[src/rtl/pts_pkg.sv]
// package of constants and carrier types for the packet timing and sync configuration bank
package pts_pkg;

	// =====================================================================
	// register map
	localparam logic [9:0] ADDR_PACKET_OPTIONS = 10'h108;
	localparam logic [9:0] ADDR_RX_CMD_DELAY = 10'h109;
	localparam logic [9:0] ADDR_TX_CMD_DELAY = 10'h10a;
	localparam logic [9:0] ADDR_CMD_DELAY_EXT = 10'h10b;
	localparam logic [9:0] ADDR_SYNC_LOW = 10'h10c;
	localparam logic [9:0] ADDR_SYNC_MID = 10'h10d;
	localparam logic [9:0] ADDR_SYNC_HIGH = 10'h10e;

	// =====================================================================
	// reset values
	localparam logic [7:0] RST_PACKET_OPTIONS = 8'h04;
	localparam logic [7:0] RST_RX_CMD_DELAY = 8'hc0;
	localparam logic [7:0] RST_TX_CMD_DELAY = 8'hc0;
	localparam logic [7:0] RST_CMD_DELAY_EXT = 8'h00;
	localparam logic [7:0] RST_SYNC_LOW = 8'h31;
	localparam logic [7:0] RST_SYNC_MID = 8'h7a;
	localparam logic [7:0] RST_SYNC_HIGH = 8'haa;
	localparam logic [7:0] READ_UNMAPPED = 8'h00;

	// =====================================================================
	// field positions in packet_options
	localparam int BIT_EXTENSION_EN = 4;
	localparam int BIT_SYNTH_SKIP = 3;
	localparam int BIT_FCS_OFF = 0;

	// =====================================================================
	// timing
	localparam int CLK_PERIOD_NS = 100;
	localparam int DELAY_STEP_NS = 1000;
	localparam int EXT_STEP_US = 4;
	// one microsecond step as whole clock cycles, at least one
	localparam int CYC_PER_US_RAW = DELAY_STEP_NS / CLK_PERIOD_NS;
	localparam int CYC_PER_US = (CYC_PER_US_RAW < 1) ? 1 : CYC_PER_US_RAW;
	localparam int DELAY_US_W = 11;
	localparam int PRESCALE_W = 16;

	// =====================================================================
	// sync word
	localparam int SYNC_W = 24;
	localparam logic [4:0] SYNC_LEN_MAX = 5'd24;

	// =====================================================================
	// types
	typedef struct packed {
		logic wr;
		logic rd;
		logic [9:0] addr;
		logic [7:0] data;
	} pts_reg_req_t;

	typedef struct packed {
		logic received;
		logic check_ok;
	} pts_frame_evt_t;

	typedef struct packed {
		logic rx_check;
		logic rx_overwrite_quality;
		logic tx_append;
		logic tx_from_buffer;
	} pts_fcs_ctl_t;

	typedef enum logic [1:0] {
		PTS_IDLE,
		PTS_RX_WAIT,
		PTS_TX_WAIT
	} pts_state_t;

endpackage

[src/rtl/pts_delay_timer.sv]
// microsecond delay timer for command-to-action waits
module pts_delay_timer #(
	parameter int CYC_PER_US = pts_pkg::CYC_PER_US
) (
	input wire logic clk,
	input wire logic rst,
	input wire logic start,
	input wire logic abort,
	input wire logic [pts_pkg::DELAY_US_W-1:0] load_us,
	output logic done
);

	localparam logic [pts_pkg::PRESCALE_W-1:0] PRE_LAST =
		pts_pkg::PRESCALE_W'(CYC_PER_US - 1);

	logic busy;
	logic [pts_pkg::DELAY_US_W-1:0] us_left;
	logic [pts_pkg::PRESCALE_W-1:0] prescale;

	wire us_tick = busy && (prescale == PRE_LAST);
	wire expire = busy && (us_left == '0);

	// =====================================================================
	// countdown
	always_ff @(posedge clk) begin
		if (rst || abort) begin
			busy <= 1'b0;
			us_left <= '0;
			prescale <= '0;
		end else if (start) begin
			busy <= 1'b1;
			us_left <= load_us;
			prescale <= '0;
		end else if (expire) begin
			busy <= 1'b0;
		end else if (us_tick) begin
			prescale <= '0;
			us_left <= us_left - 1'b1;
		end else if (busy) begin
			prescale <= prescale + 1'b1;
		end
	end

	always_ff @(posedge clk) begin
		if (rst || abort) begin
			done <= 1'b0;
		end else begin
			done <= expire && !start;
		end
	end

endmodule

[src/rtl/pts_config_bank.sv]
// packet options, command delay and sync word register bank with command timing
module pts_config_bank #(
	parameter int CYC_PER_US = pts_pkg::CYC_PER_US
) (
	input wire logic clk,
	input wire logic rst,
	// register port
	input pts_pkg::pts_reg_req_t reg_req,
	output logic [7:0] reg_rd_data,
	// surrounding configuration
	input wire logic delay_disable,
	input wire logic proprietary_mode,
	input wire logic [4:0] sync_len,
	// commands and frame events
	input wire logic receive_command,
	input wire logic transmit_command,
	input pts_pkg::pts_frame_evt_t frame_evt,
	// control outputs
	output logic extension_enable,
	output logic synth_skip,
	output logic synth_calibrate,
	output pts_pkg::pts_fcs_ctl_t fcs_ctl,
	output logic frame_search_start,
	output logic quality_window_start,
	output logic sync_search_start,
	output logic transmit_enter,
	output logic delay_pending,
	output logic packet_received,
	output logic frame_check_error,
	output logic [pts_pkg::SYNC_W-1:0] sync_word,
	output logic [pts_pkg::SYNC_W-1:0] sync_mask,
	output logic sync_detect_enable
);

	// =====================================================================
	// helpers
	function automatic logic [pts_pkg::DELAY_US_W-1:0] total_delay_us(
		input logic [7:0] base,
		input logic [7:0] ext
	);
		logic [pts_pkg::DELAY_US_W-1:0] scaled;
		scaled = pts_pkg::DELAY_US_W'(ext) * pts_pkg::DELAY_US_W'(pts_pkg::EXT_STEP_US);
		total_delay_us = pts_pkg::DELAY_US_W'(base) + scaled;
	endfunction

	function automatic logic [pts_pkg::SYNC_W-1:0] len_to_mask(input logic [4:0] len);
		logic [4:0] clamped;
		clamped = (len > pts_pkg::SYNC_LEN_MAX) ? pts_pkg::SYNC_LEN_MAX : len;
		len_to_mask = pts_pkg::SYNC_W'((25'h1 << clamped) - 25'h1);
	endfunction

	// =====================================================================
	// register storage
	logic [7:0] packet_options;
	logic [7:0] receive_command_delay;
	logic [7:0] transmit_command_delay;
	logic [7:0] command_delay_extension;
	logic [7:0] sync_pattern_low;
	logic [7:0] sync_pattern_mid;
	logic [7:0] sync_pattern_high;

	wire hit_options = reg_req.addr == pts_pkg::ADDR_PACKET_OPTIONS;
	wire hit_rx_delay = reg_req.addr == pts_pkg::ADDR_RX_CMD_DELAY;
	wire hit_tx_delay = reg_req.addr == pts_pkg::ADDR_TX_CMD_DELAY;
	wire hit_ext = reg_req.addr == pts_pkg::ADDR_CMD_DELAY_EXT;
	wire hit_sync_low = reg_req.addr == pts_pkg::ADDR_SYNC_LOW;
	wire hit_sync_mid = reg_req.addr == pts_pkg::ADDR_SYNC_MID;
	wire hit_sync_high = reg_req.addr == pts_pkg::ADDR_SYNC_HIGH;

	wire wr_options = reg_req.wr && hit_options;
	wire wr_rx_delay = reg_req.wr && hit_rx_delay;
	wire wr_tx_delay = reg_req.wr && hit_tx_delay;
	wire wr_ext = reg_req.wr && hit_ext;
	wire wr_sync_low = reg_req.wr && hit_sync_low;
	wire wr_sync_mid = reg_req.wr && hit_sync_mid;
	wire wr_sync_high = reg_req.wr && hit_sync_high;

	always_ff @(posedge clk) begin
		if (rst) begin
			packet_options <= pts_pkg::RST_PACKET_OPTIONS;
			receive_command_delay <= pts_pkg::RST_RX_CMD_DELAY;
			transmit_command_delay <= pts_pkg::RST_TX_CMD_DELAY;
			command_delay_extension <= pts_pkg::RST_CMD_DELAY_EXT;
		end else begin
			if (wr_options) begin
				packet_options <= reg_req.data;
			end
			if (wr_rx_delay) begin
				receive_command_delay <= reg_req.data;
			end
			if (wr_tx_delay) begin
				transmit_command_delay <= reg_req.data;
			end
			if (wr_ext) begin
				command_delay_extension <= reg_req.data;
			end
		end
	end

	always_ff @(posedge clk) begin
		if (rst) begin
			sync_pattern_low <= pts_pkg::RST_SYNC_LOW;
			sync_pattern_mid <= pts_pkg::RST_SYNC_MID;
			sync_pattern_high <= pts_pkg::RST_SYNC_HIGH;
		end else begin
			if (wr_sync_low) begin
				sync_pattern_low <= reg_req.data;
			end
			if (wr_sync_mid) begin
				sync_pattern_mid <= reg_req.data;
			end
			if (wr_sync_high) begin
				sync_pattern_high <= reg_req.data;
			end
		end
	end

	// =====================================================================
	// read path
	logic [7:0] read_mux;

	always_comb begin
		if (hit_options) begin
			read_mux = packet_options;
		end else if (hit_rx_delay) begin
			read_mux = receive_command_delay;
		end else if (hit_tx_delay) begin
			read_mux = transmit_command_delay;
		end else if (hit_ext) begin
			read_mux = command_delay_extension;
		end else if (hit_sync_low) begin
			read_mux = sync_pattern_low;
		end else if (hit_sync_mid) begin
			read_mux = sync_pattern_mid;
		end else if (hit_sync_high) begin
			read_mux = sync_pattern_high;
		end else begin
			read_mux = pts_pkg::READ_UNMAPPED;
		end
	end

	always_ff @(posedge clk) begin
		if (rst) begin
			reg_rd_data <= pts_pkg::READ_UNMAPPED;
		end else if (reg_req.rd) begin
			reg_rd_data <= read_mux;
		end
	end

	// =====================================================================
	// option decode
	wire opt_extension = packet_options[pts_pkg::BIT_EXTENSION_EN];
	wire opt_synth_skip = packet_options[pts_pkg::BIT_SYNTH_SKIP];
	wire opt_fcs_off = packet_options[pts_pkg::BIT_FCS_OFF];

	pts_pkg::pts_fcs_ctl_t next_fcs_ctl;

	assign next_fcs_ctl.rx_check = !opt_fcs_off;
	assign next_fcs_ctl.rx_overwrite_quality = !opt_fcs_off && !proprietary_mode;
	assign next_fcs_ctl.tx_append = !opt_fcs_off;
	assign next_fcs_ctl.tx_from_buffer = opt_fcs_off;

	always_ff @(posedge clk) begin
		if (rst) begin
			extension_enable <= 1'b0;
			synth_skip <= 1'b0;
			fcs_ctl <= '0;
		end else begin
			extension_enable <= opt_extension;
			synth_skip <= opt_synth_skip;
			fcs_ctl <= next_fcs_ctl;
		end
	end

	// =====================================================================
	// command sequencing
	pts_pkg::pts_state_t state;
	pts_pkg::pts_state_t next_state;

	logic latched_proprietary;
	logic [pts_pkg::SYNC_W-1:0] next_sync_word;
	logic [pts_pkg::DELAY_US_W-1:0] cmd_delay_us;
	logic timer_done;

	wire cmd_tx = transmit_command;
	wire cmd_rx = receive_command && !transmit_command;
	wire cmd_any = cmd_tx || cmd_rx;
	wire immediate = cmd_any && delay_disable;
	wire timed_start = cmd_any && !delay_disable;

	assign next_sync_word = {sync_pattern_high, sync_pattern_mid, sync_pattern_low};

	// latched at command, so later writes leave a running delay alone
	assign cmd_delay_us = cmd_tx ?
		total_delay_us(transmit_command_delay, command_delay_extension) :
		total_delay_us(receive_command_delay, command_delay_extension);

	always_comb begin
		next_state = state;
		if (timed_start) begin
			next_state = cmd_tx ? pts_pkg::PTS_TX_WAIT : pts_pkg::PTS_RX_WAIT;
		end else if (immediate) begin
			next_state = pts_pkg::PTS_IDLE;
		end else begin
			case (state)
				pts_pkg::PTS_RX_WAIT: begin
					if (timer_done) begin
						next_state = pts_pkg::PTS_IDLE;
					end
				end
				pts_pkg::PTS_TX_WAIT: begin
					if (timer_done) begin
						next_state = pts_pkg::PTS_IDLE;
					end
				end
				default: begin
					next_state = pts_pkg::PTS_IDLE;
				end
			endcase
		end
	end

	always_ff @(posedge clk) begin
		if (rst) begin
			state <= pts_pkg::PTS_IDLE;
		end else begin
			state <= next_state;
		end
	end

	pts_delay_timer #(
		.CYC_PER_US(CYC_PER_US)
	) u_timer (
		.clk(clk),
		.rst(rst),
		.start(timed_start),
		.abort(immediate),
		.load_us(cmd_delay_us),
		.done(timer_done)
	);

	// =====================================================================
	// command-time latches
	always_ff @(posedge clk) begin
		if (rst) begin
			latched_proprietary <= 1'b0;
		end else if (cmd_any) begin
			latched_proprietary <= proprietary_mode;
		end
	end

	always_ff @(posedge clk) begin
		if (rst) begin
			sync_word <= {pts_pkg::RST_SYNC_HIGH, pts_pkg::RST_SYNC_MID, pts_pkg::RST_SYNC_LOW};
			sync_mask <= len_to_mask(pts_pkg::SYNC_LEN_MAX);
			sync_detect_enable <= 1'b1;
		end else if (cmd_any) begin
			sync_word <= next_sync_word;
			sync_mask <= len_to_mask(sync_len);
			sync_detect_enable <= sync_len != 5'h00;
		end
	end

	// =====================================================================
	// action strobes
	wire rx_fire = (state == pts_pkg::PTS_RX_WAIT && timer_done && !cmd_any) ||
		(immediate && cmd_rx);
	wire tx_fire = (state == pts_pkg::PTS_TX_WAIT && timer_done && !cmd_any) ||
		(immediate && cmd_tx);
	wire rx_prop = immediate ? proprietary_mode : latched_proprietary;

	always_ff @(posedge clk) begin
		if (rst) begin
			frame_search_start <= 1'b0;
			quality_window_start <= 1'b0;
			sync_search_start <= 1'b0;
		end else begin
			frame_search_start <= rx_fire && !rx_prop;
			quality_window_start <= rx_fire && !rx_prop;
			sync_search_start <= rx_fire && rx_prop;
		end
	end

	always_ff @(posedge clk) begin
		if (rst) begin
			transmit_enter <= 1'b0;
		end else begin
			transmit_enter <= tx_fire;
		end
	end

	// calibration follows the published skip flag, so both agree at every command
	always_ff @(posedge clk) begin
		if (rst) begin
			synth_calibrate <= 1'b0;
		end else begin
			synth_calibrate <= cmd_any && !synth_skip;
		end
	end

	always_ff @(posedge clk) begin
		if (rst) begin
			delay_pending <= 1'b0;
		end else begin
			delay_pending <= next_state != pts_pkg::PTS_IDLE;
		end
	end

	// =====================================================================
	// frame reception events
	always_ff @(posedge clk) begin
		if (rst) begin
			packet_received <= 1'b0;
		end else begin
			packet_received <= frame_evt.received;
		end
	end

	// judged against the published check control, not the raw option bit
	always_ff @(posedge clk) begin
		if (rst) begin
			frame_check_error <= 1'b0;
		end else begin
			frame_check_error <= frame_evt.received && fcs_ctl.rx_check &&
				!frame_evt.check_ok;
		end
	end

endmodule

[config.mk]
export PLATFORM = sky130hd
export DESIGN_NAME = pts_config_bank
export DESIGN_NICKNAME = d
export VERILOG_FILES = /design/src/rtl/pts_pkg.sv /design/src/rtl/pts_delay_timer.sv /design/src/rtl/pts_config_bank.sv
export SDC_FILE = /design/constraint.sdc
export NUM_CORES = 1
export LEC_CHECK = 0
export ABC_CLOCK_PERIOD_IN_PS = 2700
export BUFFER_PORTS_ARGS = -buffer_cell sky130_fd_sc_hd__buf_4
export CAP_MARGIN = 20
export CELL_PAD_IN_SITES_DETAIL_PLACEMENT = 1
export CELL_PAD_IN_SITES_GLOBAL_PLACEMENT = 1
export CORE_MARGIN = 2
export CORE_UTILIZATION = 39
export CTS_BUF_LIST = sky130_fd_sc_hd__clkbuf_4 sky130_fd_sc_hd__clkbuf_8 sky130_fd_sc_hd__clkbuf_16
export DETAILED_ROUTE_END_ITERATION = 16
export PLACE_DENSITY = 0.78
export SLEW_MARGIN = 20
export SYNTH_ARGS = -nofsm -noshare
export SYNTH_HDL_FRONTEND = slang
export SYNTH_SLANG_ARGS = --single-unit
[constraint.sdc]
create_clock -name clk -period 2.7 [get_ports clk]
set_input_delay 0.405 -clock clk [delete_from_list [all_inputs] [get_ports clk]]
set_output_delay 0.405 -clock clk [all_outputs]
set_load 0.03 [all_outputs]
After elaboration in Yosys (flattened, before gate mapping)
Cells that the tools add are included.

storage, ports and cells
  output and inout port bits = 71
  bits of input ports = 33
  flip-flop bits (word level) = 157
  word-level logic and storage cells = 118

cells by class
  add/sub/neg operators = 5
  reduce and logical (&&, ||, !) cells = 48
  bitwise gates (word level) = 1
  mux-type cells = 22
  equality and inequality tests = 11
  shifts and indexed selects = 1
  $lt $le $gt $ge = 1

operators with widths
  operator               count
  $eq 10x9->1 const B    7
  $mux 8                 7
  $mux 11                4
  $mux 16                2
  $logic_and 1x1->1      25
  $shl 1x5->24 const A   1
  $sub 24x1->24 const B  1
  $add 8x10->11          2
  $add 16x1->16 const B  1
  $eq 16x4->1 const B    1
  $logic_not 11->1       1
  $sub 11x1->11 const B  1
  $mux 2                 5
  $logic_not 1->1        9
  $reduce_bool 2->1      4
  $gt 5x5->1 const B     1
  $mux 5                 1
  $reduce_bool 5->1      1
  $logic_or 1x1->1       4
  $reduce_and 2->1       2
  $reduce_or 2->1        2
  $mux 1                 3
  $eq 2x1->1 const B     1
  $eq 2x2->1 const B     1
  other kinds (2)        2

Longest topological paths before layout
  depth after elaboration = 8
  mapped depth = 11
  mapped depth without buffers = 9

Hierarchy
Synthesis repeated with hierarchy kept, for this count alone.

unflattened totals
  cells, all modules = 833
  area, all modules = 7338.3 µm²

by module, submodules not included
  module           area each (µm²)  cells an instance  instances
  pts_config_bank  5834.3           660                1
  pts_delay_timer  1503.9           173                1

Least setup slack after synthesis
Ideal clock, no wire load.

  path type = input to register
  start = input port transmit_command
  end = register u_timer.us_left[8] (netlist bit)
  buffers on the path = 2
  stages on the path = 11
  arrival = 2.583 ns
  library setup time = 0.120 ns
  setup slack = -0.002 ns
  data required time = 2.580 ns
  cells stage by stage = clkbuf_1 > buf_1 > mux2_2 > ha_1 > inv_1 > fa_1 > nand2b_1 > a21oi_1 > o21ai_0 > nor4bb_1 > a211o_1

between the ends
  longest elaborated chain between the ends = 6

ends and longest elaborated chain
  item                                                                     RTL line                text
  from (decl)                                                              pts_config_bank.sv:16   input wire logic transmit_command,
  $logic_not 1->1                                                          pts_config_bank.sv:186  wire cmd_rx = receive_command && !transmit_command;
  $logic_and 1x1->1                                                        pts_config_bank.sv:186
  $logic_or 1x1->1                                                         pts_config_bank.sv:187  wire cmd_any = cmd_tx || cmd_rx;
  $logic_and 1x1->1                                                        pts_config_bank.sv:189  wire timed_start = cmd_any && !delay_disable;
  $ne 2x1->1 (no source line) / $reduce_bool 2->1 (equally long branches)  -
  $reduce_and 2->1 (no source line)                                        -
  to (signal assigned)                                                     pts_delay_timer.sv:32   us_left <= load_us;
  to (signal assigned)                                                     pts_delay_timer.sv:38   us_left <= us_left - 1'b1;
  to (decl)                                                                pts_delay_timer.sv:17   logic [pts_pkg::DELAY_US_W-1:0] us_left;

Several ways; a longest one is shown, not always the timed one.
A chain may end at the register's enable or synchronous reset.

Final worst setup path
  start = register receive_command_delay[2]
  end = register u_timer.us_left[8] (netlist bit)

between the ends
  longest elaborated chain between the ends = 3

ends and longest elaborated chain
  item                    RTL line                text
  from (decl)             pts_config_bank.sv:55   logic [7:0] receive_command_delay;
  from (signal assigned)  pts_config_bank.sv:81   receive_command_delay <= pts_pkg::RST_RX_CMD_DELAY;
  from (signal assigned)  pts_config_bank.sv:89   receive_command_delay <= reg_req.data;
  $add 8x10->11           pts_config_bank.sv:43   total_delay_us = pts_pkg::DELAY_US_W'(base) + scaled;
  $mux 11                 pts_config_bank.sv:194  assign cmd_delay_us = cmd_tx ?
  $mux 11                 pts_delay_timer.sv:30   end else if (start) begin

Every way passes these cells.

==> impl_results.md <==
- XOR/XNOR Fraction of Synth Area: 0.0325
- Critical-path top delay cell: fa_1
- Cell taking the most area after synthesis: dfxtp_1
- FILL cells: 2165
- Vias in the first global route: 6412
- Largest stage delay, worst path: 0.40 ns
- Post-layout min period: 2.21 ns
- Fin util: 0.484
- Via count: 6443
- Final setup fails: 0
- Syn Inst Count: 855
- Most frequent cell after synthesis: dfxtp_1
- HPWL after DPL: 15100 µm
- Largest family of logic cells by synthesized area: simple AND/OR/NAND/NOR gates
- Worst-Margin Slew: 0.599 ns
- FP Rows: 49
- Critical path capture point type: register
- Fin. Hold Viols: 0
- Yosys reg bits: 157
- PD cells: 589 nW/µm²
- Crit. path cell count: 9
- CP Data Arrival Time: 2.54 ns
- I/O Buffers: 103
- Final Hold Slack: 0.189 ns
- Drt total wl: 21400 µm
- Max VDD drop: 0.000485 V
- Starting Density: 0.401
- ANT cells: 0
- Crit-path max FO: 3
- Chip Width: 141 µm
- IO Pins: 104
- Slew Limit Fails: 0
- Die height: 141 µm
- Mux contribution to synthesized area: 0.0933
- Number of DRC violations after detailed-routing iteration 0: 333
- CTS root buffer: clkbuf_16
- Remaining Overflow, GRT: 0
- Post-synth top flop: dfxtp_1
- Share of the synthesized area in the top cell type: 0.432
- Cts bufs inserted: 17
- Slew headroom: 0.601
- Synth-to-Final Area Change: 20.6%
- Wirelength per Cell: 18.2 µm
- CTS tree: yes
- Post-CTS sizing: 0
- Sink Count: 157
- Setup CP Type: register to register
- Class of the worst hold path: input port to register
- CP bufs+invs: 1
- Ys Warns: 0
- Hold depth: 2
- Unique cell type count in the Yosys netlist: 63
- First-pass GRT wire length: 34600 µm
- Post-Route Skew: 0.00933 ns
- Clk_lat worst skew: 0.43 ns
- Critical path cell sequence: mux2_2 > ha_1 > inv_1 > fa_1 > nand2b_1 > a21oi_1 > o21ai_0 > nor4bb_1 > a211o_1
- Final period util: 0.820
- DR vias/cell: 5.47
- GP Congestion: 0.860
- Max clock buf depth: 2
- Reg clk slew, reported paths: 0.06 ns
- Number of antenna-violating nets in the routed design: 0
- DRC: 0
- EDFF count, synth: 0
- Total Die Area: 19800 µm²
- Htree depth: 4
- Status: finished clean
- Mapped Area: 7280 µm²
- Net count of the mapped netlist: 901
- Max cap viols: 0
- Maximum number of pins on one net before global-route repair: 55
- DP Worst Slack: 0.231 ns
- Area contributors post-synth: dfxtp_1 (43%), mux2i_1 (8.2%), nand2_1 (6.4%)
- Static leakage: 3.59 nW
- Post-CTS Setup Inserts: 0
- Synth async-reset ratio: 0
- Initial antenna violation count: 0
- Adder-cell area share of the yosys netlist: 0.0234
- Total GRT Usage: 0.220
- RSZ-0062 raised after global routing: no
- CP Launch Type: register
- Simple-gate share of the synthesized area: 0.227
- FF-to-FF path depth: 9
- Synth Area in Compound Gates: 0.146
- Layout cell share with drive strength beyond 1: 0.195
- # nets final: 983
- CP required: 3.03 ns
- Most frequent cells after synthesis: dfxtp_1 (157), nand2_1 (125), nor2_1 (89), mux2i_1 (60), o21ai_0 (60)
- Avg Cell Area, Syn: 8.52 µm²
- Max frequency: 452 MHz
- Total power: 5.17 mW
- Core area: 18100 µm²
- CP top delay family: adder cells
- Setup TNS: 0 ns
- Post-CTS Hold Fix Bufs: 0
- Drt pass-1 iters: 4
- Final worst slack: 0.487 ns
- Sequential-to-total area share from yosys stat: 0.432
-- cell usage in the layout, fill, tap and decap left out, drive strengths merged, types with 17 or more instances in the layout --
master / count
a21oi: 38
buf: 124
clkbuf: 17
dfxtp: 157
inv: 18
mux2i: 60
nand2: 125
nand3: 28
nor2: 89
nor3: 25
o21ai: 60
-- path summary, 6_finish.rpt --
kind	from	end	slack, ns
max	receive_command_delay[2]	u_timer.us_left[8]	0.49
min	proprietary_mode	fcs_ctl[2]	0.19
max reg2reg	receive_command_delay[2]	u_timer.us_left[8]	0.49
min reg2reg	latched_proprietary	latched_proprietary	0.46
-- layout make-up --
class,count,area [µm²],share of cell area
inverters,16,60.1,0.00684
clock buffers,17,425,0.0484
repair buffers,124,931,0.106
well taps,229,287,0.0326
clock inverters,14,121,0.0138
multi-input cells,621,3820,0.435
flip-flops and latches,157,3140,0.358
-- registers in the layout (all words and copies together), names as in the netlist, 2 cells and up --
register	cells
sync_pattern_low	8
fcs_ctl	3
command_delay_extension	8
u_timer.us_left	11
transmit_command_delay	8
reg_rd_data	8
state	2
sync_pattern_mid	8
sync_word	24
packet_options	8
sync_pattern_high	8
sync_mask	24
receive_command_delay	8
u_timer.prescale	16
-- report_power, final --
group          leakage, nW  internal, mW  switching [mW]
registers             1.28          2.36          0.0276
clock network        0.265          1.26            1.00
logic                 2.05         0.176           0.343
total                 3.59          3.80            1.37
-- worst reg2reg max path: cells and delay by family (launching register included) --
family          cells  cell delay, ns
mux                 1            0.16
flops               1            0.36
simple gates        2            0.37
fa+ha+maj           2            0.58
compound gates      3            0.57
buf+inv             1            0.07
-- metrics by stage --
step	cells	area, µm²
2_1_floorplan	855	7280
3_3_place_gp	1147	8230
3_5_place_dp	1147	8230
4_1_cts	1178	8780
5_1_grt	1178	8780
6_report	1178	8780
-- logic make-up (layout without fill, tap and decap cells) --
kind of cell | Yosys count | after routing
compound gates | 171 | 171
xor+xnor | 27 | 27
fa+ha+maj | 13 | 13
buf+inv | 77 | 171
flops | 157 | 157
mux | 67 | 67
simple gates | 343 | 343
-- routing by layer --
layer	GRT usage	share of wire	routed length, µm	vias up
met4	0.0705	0.017	357	0
li1	-	-	-	3153
met3	0.0472	0.040	864	15
met5	0	0	0	-
met2	0.364	0.48	10300	121
met1	0.289	0.46	9930	3154
Note: power is estimated with default switching activity, not from simulation.
